--- src/shared/pec_pkg.sv ---
package pec_pkg;

	// register byte offsets on the control bus
	localparam int         ADDR_W       = 8;
	localparam logic [7:0] OFF_A_RISE   = 8'h00;
	localparam logic [7:0] OFF_A_FALL   = 8'h04;
	localparam logic [7:0] OFF_A_FLAGS  = 8'h08;
	localparam logic [7:0] OFF_B_RISE   = 8'h0C;
	localparam logic [7:0] OFF_B_FALL   = 8'h10;
	localparam logic [7:0] OFF_B_FLAGS  = 8'h14;
	localparam logic [7:0] OFF_CTRL     = 8'h18;

	// field layout: port a pins in bits 5:0, port b pins in bits 7:4
	localparam int         A_LSB        = 0;
	localparam int         A_W          = 6;
	localparam int         B_LSB        = 4;
	localparam int         B_W          = 4;

	// control register bits
	localparam int         CTRL_EN_BIT  = 0;
	localparam int         CTRL_PND_BIT = 1;

	// reset values
	localparam logic [7:0] REG_RST      = 8'h00;

	// bus response codes
	localparam logic [1:0] RESP_OKAY    = 2'h0;
	localparam logic [1:0] RESP_SLVERR  = 2'h2;

	// bus channel states, one-hot
	typedef enum logic [1:0] {
		PEC_CH_IDLE = 2'b01,
		PEC_CH_RESP = 2'b10
	} pec_ch_e;

endpackage

--- src/shared/pec_edge_if.sv ---
`timescale 1ns/1ps
// edge pulses from a pin detector to the flag logic
interface pec_edge_if #(
	parameter int W = 6
);
	logic [W-1:0] rise;
	logic [W-1:0] fall;

	modport det (output rise, output fall);
	modport use_side (input rise, input fall);
endinterface

--- src/hw/pec_edge_detect.sv ---
`timescale 1ns/1ps
// per-pin synchroniser and edge detector
module pec_edge_detect #(
	parameter int W = 6
) (
	// clock and reset
	input  wire logic         mclk_in,
	input  wire logic         sys_rst_in,
	// raw pins
	input  wire logic [W-1:0] pins_in,
	// edge pulses
	pec_edge_if.det           edges
);

	logic [W-1:0] sync1_q;
	logic [W-1:0] sync2_q;
	logic [W-1:0] prev_q;

	// three flops per pin; the first is read only by the second
	always_ff @(posedge mclk_in) begin
		if (sys_rst_in) begin
			sync1_q <= '0;
			sync2_q <= '0;
			prev_q  <= '0;
		end else begin
			sync1_q <= pins_in;
			sync2_q <= sync1_q;
			prev_q  <= sync2_q;
		end
	end

	// compare current sample with the previous one
	for (genvar i = 0; i < W; i++) begin : g_pin
		assign edges.rise[i] = sync2_q[i] & ~prev_q[i];
		assign edges.fall[i] = ~sync2_q[i] & prev_q[i];
	end

endmodule

--- src/hw/pec_top.sv ---
// The placing of the registers and the AXI4-Lite register port were left to the implementer.
`timescale 1ns/1ps
module pec_top
	import pec_pkg::*;
(
	// clock and reset
	input  wire logic                       mclk_in,
	input  wire logic                       sys_rst_in,
	// pins
	input  wire logic [pec_pkg::A_W-1:0]    port_a_pin_in,
	input  wire logic [pec_pkg::B_W-1:0]    port_b_pin_in,
	// core state and event outputs
	input  wire logic                       core_sleep_in,
	output logic                            change_irq_pending_out,
	output logic                            change_irq_out,
	output logic                            core_wake_out,
	// axi4-lite write address
	input  wire logic [pec_pkg::ADDR_W-1:0] s_axi_awaddr_in,
	input  wire logic [2:0]                 s_axi_awprot_in,
	input  wire logic                       s_axi_awvalid_in,
	output logic                            s_axi_awready_out,
	// axi4-lite write data
	input  wire logic [31:0]                s_axi_wdata_in,
	input  wire logic [3:0]                 s_axi_wstrb_in,
	input  wire logic                       s_axi_wvalid_in,
	output logic                            s_axi_wready_out,
	// axi4-lite write response
	output logic [1:0]                      s_axi_bresp_out,
	output logic                            s_axi_bvalid_out,
	input  wire logic                       s_axi_bready_in,
	// axi4-lite read address
	input  wire logic [pec_pkg::ADDR_W-1:0] s_axi_araddr_in,
	input  wire logic [2:0]                 s_axi_arprot_in,
	input  wire logic                       s_axi_arvalid_in,
	output logic                            s_axi_arready_out,
	// axi4-lite read data
	output logic [31:0]                     s_axi_rdata_out,
	output logic [1:0]                      s_axi_rresp_out,
	output logic                            s_axi_rvalid_out,
	input  wire logic                       s_axi_rready_in
);
	import pec_pkg::*;

	// edge detectors, one per port
	pec_edge_if #(.W(A_W)) a_edges ();
	pec_edge_if #(.W(B_W)) b_edges ();

	// port a pins 5:0
	pec_edge_detect #(.W(A_W)) u_det_a (
		.mclk_in    (mclk_in),
		.sys_rst_in (sys_rst_in),
		.pins_in    (port_a_pin_in),
		.edges      (a_edges.det)
	);

	// port b pins 7:4; bit 0 of the bus is pin 4
	pec_edge_detect #(.W(B_W)) u_det_b (
		.mclk_in    (mclk_in),
		.sys_rst_in (sys_rst_in),
		.pins_in    (port_b_pin_in),
		.edges      (b_edges.det)
	);

	// software visible state
	// unimplemented bits have no flops, so a written one cannot stick
	logic [A_W-1:0] a_rise_q;
	logic [A_W-1:0] a_fall_q;
	logic [A_W-1:0] a_flag_q;
	logic [A_W-1:0] a_flag_d;
	logic [B_W-1:0] b_rise_q;
	logic [B_W-1:0] b_fall_q;
	logic [B_W-1:0] b_flag_q;
	logic [B_W-1:0] b_flag_d;
	logic           master_en_q;

	// write channel state
	// address and data may come in either order; each waits in its own flop
	pec_ch_e            wr_state_q;
	logic               aw_held_q;
	logic               w_held_q;
	logic [ADDR_W-1:0]  waddr_q;
	logic [31:0]        wdata_q;
	logic [3:0]         wstrb_q;
	logic [1:0]         bresp_q;

	// read channel state
	// one read in flight; the next address waits until the data is taken
	pec_ch_e            rd_state_q;
	logic [31:0]        rdata_q;
	logic [1:0]         rresp_q;

	// write channel decode
	// a write without lane 0 to a mapped offset still answers okay but decodes no register
	wire aw_take   = s_axi_awvalid_in & s_axi_awready_out;
	wire w_take    = s_axi_wvalid_in & s_axi_wready_out;
	wire wr_commit = aw_held_q & w_held_q & (wr_state_q == PEC_CH_IDLE);
	wire lane0     = wstrb_q[0];
	wire wr_a_rise = wr_commit && lane0 && (waddr_q == OFF_A_RISE);
	wire wr_a_fall = wr_commit && lane0 && (waddr_q == OFF_A_FALL);
	wire wr_a_flag = wr_commit && lane0 && (waddr_q == OFF_A_FLAGS);
	wire wr_b_rise = wr_commit && lane0 && (waddr_q == OFF_B_RISE);
	wire wr_b_fall = wr_commit && lane0 && (waddr_q == OFF_B_FALL);
	wire wr_b_flag = wr_commit && lane0 && (waddr_q == OFF_B_FLAGS);
	wire wr_ctrl   = wr_commit && lane0 && (waddr_q == OFF_CTRL);

	// unmapped addresses answer with slverr and change nothing
	wire wr_hit = (waddr_q == OFF_A_RISE) || (waddr_q == OFF_A_FALL) ||
	              (waddr_q == OFF_A_FLAGS) || (waddr_q == OFF_B_RISE) ||
	              (waddr_q == OFF_B_FALL) || (waddr_q == OFF_B_FLAGS) ||
	              (waddr_q == OFF_CTRL);

	// handshake outputs: each side held until the pair is complete
	// readies come from flops only, so they never wait on valid
	assign s_axi_awready_out = ~aw_held_q & (wr_state_q == PEC_CH_IDLE);
	assign s_axi_wready_out  = ~w_held_q & (wr_state_q == PEC_CH_IDLE);
	assign s_axi_bvalid_out  = (wr_state_q == PEC_CH_RESP);
	assign s_axi_bresp_out   = bresp_q;

	// only the low byte holds fields; narrower slices fall out here
	wire [7:0] wbyte = wdata_q[7:0];

	// hardware set terms, masked by the per-pin enables
	// enables gate the flags only; detection itself runs all the time
	wire [A_W-1:0] a_set = (a_rise_q & a_edges.rise) |
	                       (a_fall_q & a_edges.fall);
	wire [B_W-1:0] b_set = (b_rise_q & b_edges.rise) |
	                       (b_fall_q & b_edges.fall);

	// set wins over any write in the same cycle, so no edge is lost
	// the write replaces the old value and the set term is ored in after it
	assign a_flag_d = (wr_a_flag ? wbyte[A_LSB +: A_W] : a_flag_q) | a_set;
	assign b_flag_d = (wr_b_flag ? wbyte[B_LSB +: B_W] : b_flag_q) | b_set;

	// capture write address
	// held until commit so the decode sees one stable address
	always_ff @(posedge mclk_in) begin
		if (sys_rst_in) begin
			aw_held_q <= 1'b0;
			waddr_q   <= '0;
		end else if (aw_take) begin
			aw_held_q <= 1'b1;
			waddr_q   <= s_axi_awaddr_in;
		end else if (wr_commit) begin
			aw_held_q <= 1'b0;
		end
	end

	// capture write data
	// strobes are kept with the data; only lane 0 is ever looked at
	always_ff @(posedge mclk_in) begin
		if (sys_rst_in) begin
			w_held_q <= 1'b0;
			wdata_q  <= '0;
			wstrb_q  <= '0;
		end else if (w_take) begin
			w_held_q <= 1'b1;
			wdata_q  <= s_axi_wdata_in;
			wstrb_q  <= s_axi_wstrb_in;
		end else if (wr_commit) begin
			w_held_q <= 1'b0;
		end
	end

	// write response sequencing
	// bresp is fixed at commit and stays put while bvalid waits
	always_ff @(posedge mclk_in) begin
		if (sys_rst_in) begin
			wr_state_q <= PEC_CH_IDLE;
			bresp_q    <= RESP_OKAY;
		end else begin
			case (wr_state_q)
				PEC_CH_IDLE: begin
					if (wr_commit) begin
						wr_state_q <= PEC_CH_RESP;
						bresp_q    <= wr_hit ? RESP_OKAY : RESP_SLVERR;
					end
				end
				PEC_CH_RESP: begin
					if (s_axi_bready_in) begin
						wr_state_q <= PEC_CH_IDLE;
					end
				end
				default: begin
					wr_state_q <= PEC_CH_IDLE;
				end
			endcase
		end
	end

	// port a enables; bits 7:6 are not stored at all
	always_ff @(posedge mclk_in) begin
		if (sys_rst_in) begin
			a_rise_q <= REG_RST[A_LSB +: A_W];
			a_fall_q <= REG_RST[A_LSB +: A_W];
		end else begin
			if (wr_a_rise) begin
				a_rise_q <= wbyte[A_LSB +: A_W];
			end
			if (wr_a_fall) begin
				a_fall_q <= wbyte[A_LSB +: A_W];
			end
		end
	end

	// port b enables; bits 3:0 are not stored at all
	always_ff @(posedge mclk_in) begin
		if (sys_rst_in) begin
			b_rise_q <= REG_RST[B_LSB +: B_W];
			b_fall_q <= REG_RST[B_LSB +: B_W];
		end else begin
			if (wr_b_rise) begin
				b_rise_q <= wbyte[B_LSB +: B_W];
			end
			if (wr_b_fall) begin
				b_fall_q <= wbyte[B_LSB +: B_W];
			end
		end
	end

	// sticky flags, held until software writes a zero
	// writes and hardware sets are already merged in the next-value terms
	always_ff @(posedge mclk_in) begin
		if (sys_rst_in) begin
			a_flag_q <= REG_RST[A_LSB +: A_W];
			b_flag_q <= REG_RST[B_LSB +: B_W];
		end else begin
			a_flag_q <= a_flag_d;
			b_flag_q <= b_flag_d;
		end
	end

	// master enable lives in the control register
	// the pending bit beside it is status only and ignores writes
	always_ff @(posedge mclk_in) begin
		if (sys_rst_in) begin
			master_en_q <= REG_RST[CTRL_EN_BIT];
		end else if (wr_ctrl) begin
			master_en_q <= wbyte[CTRL_EN_BIT];
		end
	end

	// pending is a plain or of the flag flops, so it never leads them
	assign change_irq_pending_out = (|a_flag_q) | (|b_flag_q);
	// detection keeps running with the master off; only the request is gated
	assign change_irq_out = master_en_q & change_irq_pending_out;
	// wake is driven from the flags, so they hold the edge before the core runs
	assign core_wake_out = core_sleep_in & change_irq_out;

	// read channel decode
	// the address is used straight from the bus, only in the take cycle
	wire ar_take = s_axi_arvalid_in & s_axi_arready_out;
	wire [ADDR_W-1:0] raddr = s_axi_araddr_in;

	// each field placed at its documented position, all else zero
	wire [7:0] rd_a_rise = 8'(a_rise_q) << A_LSB;
	wire [7:0] rd_a_fall = 8'(a_fall_q) << A_LSB;
	wire [7:0] rd_a_flag = 8'(a_flag_q) << A_LSB;
	wire [7:0] rd_b_rise = 8'(b_rise_q) << B_LSB;
	wire [7:0] rd_b_fall = 8'(b_fall_q) << B_LSB;
	wire [7:0] rd_b_flag = 8'(b_flag_q) << B_LSB;
	wire [7:0] rd_ctrl   = (8'(master_en_q) << CTRL_EN_BIT) |
	                       (8'(change_irq_pending_out) << CTRL_PND_BIT);

	// read selection; unmapped reads return zero with slverr
	// offsets are all distinct, so the priority of the chain never matters
	logic [7:0] rd_byte;
	logic       rd_hit;
	always_comb begin
		rd_byte = 8'h00;
		rd_hit  = 1'b1;
		if (raddr == OFF_A_RISE) begin
			rd_byte = rd_a_rise;
		end else if (raddr == OFF_A_FALL) begin
			rd_byte = rd_a_fall;
		end else if (raddr == OFF_A_FLAGS) begin
			rd_byte = rd_a_flag;
		end else if (raddr == OFF_B_RISE) begin
			rd_byte = rd_b_rise;
		end else if (raddr == OFF_B_FALL) begin
			rd_byte = rd_b_fall;
		end else if (raddr == OFF_B_FLAGS) begin
			rd_byte = rd_b_flag;
		end else if (raddr == OFF_CTRL) begin
			rd_byte = rd_ctrl;
		end else begin
			rd_hit = 1'b0;
		end
	end

	// read channel handshake outputs
	assign s_axi_arready_out = (rd_state_q == PEC_CH_IDLE);
	assign s_axi_rvalid_out  = (rd_state_q == PEC_CH_RESP);
	assign s_axi_rdata_out   = rdata_q;
	assign s_axi_rresp_out   = rresp_q;

	// read data is captured at the address handshake and held
	// a flag set after the take shows up on the next read, not this one
	always_ff @(posedge mclk_in) begin
		if (sys_rst_in) begin
			rd_state_q <= PEC_CH_IDLE;
			rdata_q    <= '0;
			rresp_q    <= RESP_OKAY;
		end else begin
			case (rd_state_q)
				PEC_CH_IDLE: begin
					if (ar_take) begin
						rd_state_q <= PEC_CH_RESP;
						rdata_q    <= {24'h000000, rd_byte};
						rresp_q    <= rd_hit ? RESP_OKAY : RESP_SLVERR;
					end
				end
				PEC_CH_RESP: begin
					if (s_axi_rready_in) begin
						rd_state_q <= PEC_CH_IDLE;
					end
				end
				default: begin
					rd_state_q <= PEC_CH_IDLE;
				end
			endcase
		end
	end

	// protection bits carry no meaning here
	// nor do write data above the low byte and the upper strobes
	wire unused_prot = ^{s_axi_awprot_in, s_axi_arprot_in, wdata_q[31:8], wstrb_q[3:1]};

endmodule

--- config.mk ---
export PLATFORM = sky130hd
export DESIGN_NAME = pec_top
export DESIGN_NICKNAME = d
export VERILOG_FILES = /design/src/shared/pec_pkg.sv /design/src/shared/pec_edge_if.sv /design/src/hw/pec_edge_detect.sv /design/src/hw/pec_top.sv
export SDC_FILE = /design/constraint.sdc
export NUM_CORES = 1
export LEC_CHECK = 0
export BUFFER_PORTS_ARGS = -buffer_cell sky130_fd_sc_hd__buf_4
export CAP_MARGIN = 25
export CORE_ASPECT_RATIO = 0.5
export CORE_UTILIZATION = 54
export CTS_BUF_LIST = sky130_fd_sc_hd__clkbuf_8
export DETAILED_ROUTE_END_ITERATION = 7
export GPL_ROUTABILITY_DRIVEN = 1
export PLACE_DENSITY = 0.82
export SLEW_MARGIN = 40
export SYNTH_ARGS = -nofsm -noshare
export SYNTH_HDL_FRONTEND = slang
export SYNTH_HIERARCHICAL = 1
export SYNTH_SLANG_ARGS = --single-unit
--- constraint.sdc ---
create_clock -name mclk_in -period 2.15 [get_ports mclk_in]
set_input_delay 0.1075 -clock mclk_in [delete_from_list [all_inputs] [get_ports mclk_in]]
set_output_delay 0.1075 -clock mclk_in [all_outputs]
set_load 0.02 [all_outputs]
==> results_dict.tcl <==
set metrics [dict create \
    max_clock_freq_ghz 0.490 \
    ys_seq_area_frac 0.450 \
    dp_cells 622 \
    cts_tree "yes" \
    dr.first_iter.drc_count 393 \
    power.density_nw_per_um2 709 \
    finalCriticalPeriod_ns 2.04 \
    synth_edf_count 0 \
    start_util 0.565 \
    worstPathArrival_ns 2.29 \
    setup.worst_path.class "reg -> reg" \
    max-cap-violations 0 \
    crit_path_end_kind "flip-flop" \
    synth_seq_cells 94 \
    vdd_ir_drop_max_mv 0.414 \
    die_w_um 126 \
    p_leak_nw 2.00 \
    die-area_um2 8120 \
    grt_pass1_vias 3485 \
    hp-class "in -> reg" \
    clk_path_buf_depth 2 \
    hold_viol 0 \
    multi_input_area_um2 2040 \
    rows 22 \
    cp.required_ns 2.40 \
    netlist_instances 480 \
    fill_cells 603 \
    synthArstFlopShare 0 \
    yosys_warnings 6 \
    yosysTopAreaCell "dfxtp_1" \
    drcViolationCount 0 \
    grt_antenna_before_repair 0 \
    vias_per_cell 5.73 \
    rsz0062_at_grt "false" \
    synth_flop_cell "dfxtp_1" \
    firstDrtPassIters 6 \
    setup-tns-final_ns 0 \
    via_count 3803 \
    cts_buffers 9 \
    wl_per_cell_um 15.8 \
    post-route-period-util 0.949 \
    dp_hpwl_um 6940 \
    htreeDepth 3 \
    regArea_um2 1880 \
    setup_viol 0 \
    syn_area_um2 4180 \
    grt_max_degree 49 \
    ff2ff_path_depth 5 \
    core_um2 7400 \
    grt_pass1_wl_um 17200 \
    nNetsFinal 640 \
    power_mw 3.65 \
    clock_sinks 94 \
    diodes 0 \
    synth_area_leaders "dfxtp_1 (45%), a21oi_1 (6.1%), nor2b_1 (5.8%)" \
    finalClockSkew_ns 0.00991 \
    grt-ovfl-total 0 \
    min_path_cells 4 \
    syn_area_per_cell_um2 8.71 \
    postCtsSetupRepairBufs 0 \
    ioPinCount 120 \
    path_max_fanout 20 \
    area_growth_pct 23.1 \
    clk_latency_ns 0.38 \
    outcome "finished, final reports clean" \
    die_h_um 64.2 \
    port_buffers 60 \
    synth.top_cell.area_share 0.450 \
    synth_cell_types 50 \
    grtUsageTotal 0.276 \
    clockRootBuffer "clkbuf_8" \
    ant_nets 0 \
    start_kind "flip-flop" \
    final_layout_size_suffix_gt1_frac 0.188 \
    clkTransAtPathRegs_ns 0.08 \
    routed_wl_um 10500 \
    gp_congestion 0.900 \
    stdcell_count 664 \
    slew_violations 0 \
]
cells in the mapped netlist, types with 5 or more instances:
cell / instances
a21oi_1: 51
a22oi_1: 10
a31oi_1: 6
and2_1: 5
and2b_1: 7
buf_4: 27
clkbuf_1: 21
dfxtp_1: 94
inv_1: 10
mux2i_1: 6
nand2_1: 50
nand2b_1: 5
nand3_1: 14
nand4_1: 22
nor2_1: 10
nor2b_1: 39
nor2b_2: 8
o21ai_0: 27
o31ai_1: 6
final cells by class:
type                       instances  share of cell area
sequential                        94               0.366
clock buffer                      11              0.0294
multi-input combinational        347               0.396
timing repair buffer             102               0.164
clock inverter                     4              0.0136
inverter                          10             0.00729
tap                               96              0.0233
layout by cell type (no fill, tap or decap), drive strengths merged, types with 3 or more instances in the layout:
cell	instances
nor2b	49
a21oi	51
inv	10
o21ai	27
nor4	6
nor3b	4
nand4	22
mux2i	6
o31ai	6
dfxtp	94
nand3	14
nor2	10
buf	75
and3b	3
a22oi	10
a311oi	3
nand2	50
and2	5
and2b	9
and4b	3
conb	26
dlygate4sd3	27
nand2b	5
clkbuf	11
and3	3
a31oi	6
state kept, by name, summed over array words and instances, names as in the netlist, 6 cells and up:
| register | flops |
|---|---|
| u_det_a/prev_q | 6 |
| a_flag_q | 6 |
| u_det_a/sync1_q | 6 |
| s_axi_rdata_out | 8 |
| u_det_a/sync2_q | 6 |
| a_rise_q | 6 |
| waddr_q | 8 |
| wdata_q | 8 |
| a_fall_q | 6 |
routing by layer:
| metal | GRT usage | vias to the layer above | share of wire |
|---|---|---|---|
| met3 | 0.0980 | 20 | 0.10 |
| li1 | - | 1815 | - |
| met1 | 0.342 | 1745 | 0.43 |
| met2 | 0.444 | 223 | 0.45 |
| met5 | 0 | - | 0 |
| met4 | 0.104 | 0 | 0.016 |
critical path, cell delays in order, from the launching register on:
cell and delay, ns:
dfxtp_1 0.32, or4_1 0.67, or3_1 0.35, buf_4 0.21, o31ai_1 0.27, a21oi_1 0.09
per-stage QoR:
stage               hold slack, ns   util  cell area [um^2]  setup WS (ns)
CTS                         0.0603  0.695              5150          0.106
global route                0.0694  0.695              5150         0.0195
detailed placement           0.318  0.629              4650          0.113
global placement             0.314  0.629              4650          0.188
floorplan                    0.179      -              4280          0.301
finish                      0.0746  0.695              5150          0.109
report_power, final:
part	internal, mW	switching (mW)
registers	1.80	0.0516
clock network	0.708	0.595
logic	0.201	0.297
kinds of logic after synthesis:
group | after synthesis | share of synthesized area
mux | 6 | 0.0144
buf+inv | 64 | 0.0847
other cells | 1 | 0.000897
flops | 94 | 0.450
simple gates | 196 | 0.279
compound gates | 119 | 0.171
final timing paths:
path | endpoint | startpoint | slack (ns)
max reg2reg | a_rise_q[1]$_SDFFE_PP0P_ | waddr_q[5]$_SDFFE_PP0P_ | 0.11
min | wr_state_q[1]$_SDFFE_PP0P_ | s_axi_bready_in | 0.07
max | a_rise_q[1]$_SDFFE_PP0P_ | waddr_q[5]$_SDFFE_PP0P_ | 0.11
min reg2reg | u_det_a/sync2_q[1]$_SDFF_PP0_ | u_det_a/sync1_q[1]$_SDFF_PP0_ | 0.44
timing repair:
| item | CTS | global route |
|---|---|---|
| gates resized for setup | 0 | 0 |
| hold buffers | 27 | 0 |
| hold endpoints to repair | 27 | 0 |
| endpoints found under the setup margin | 0 | 0 |
Note: power is estimated with default switching activity, not from simulation.
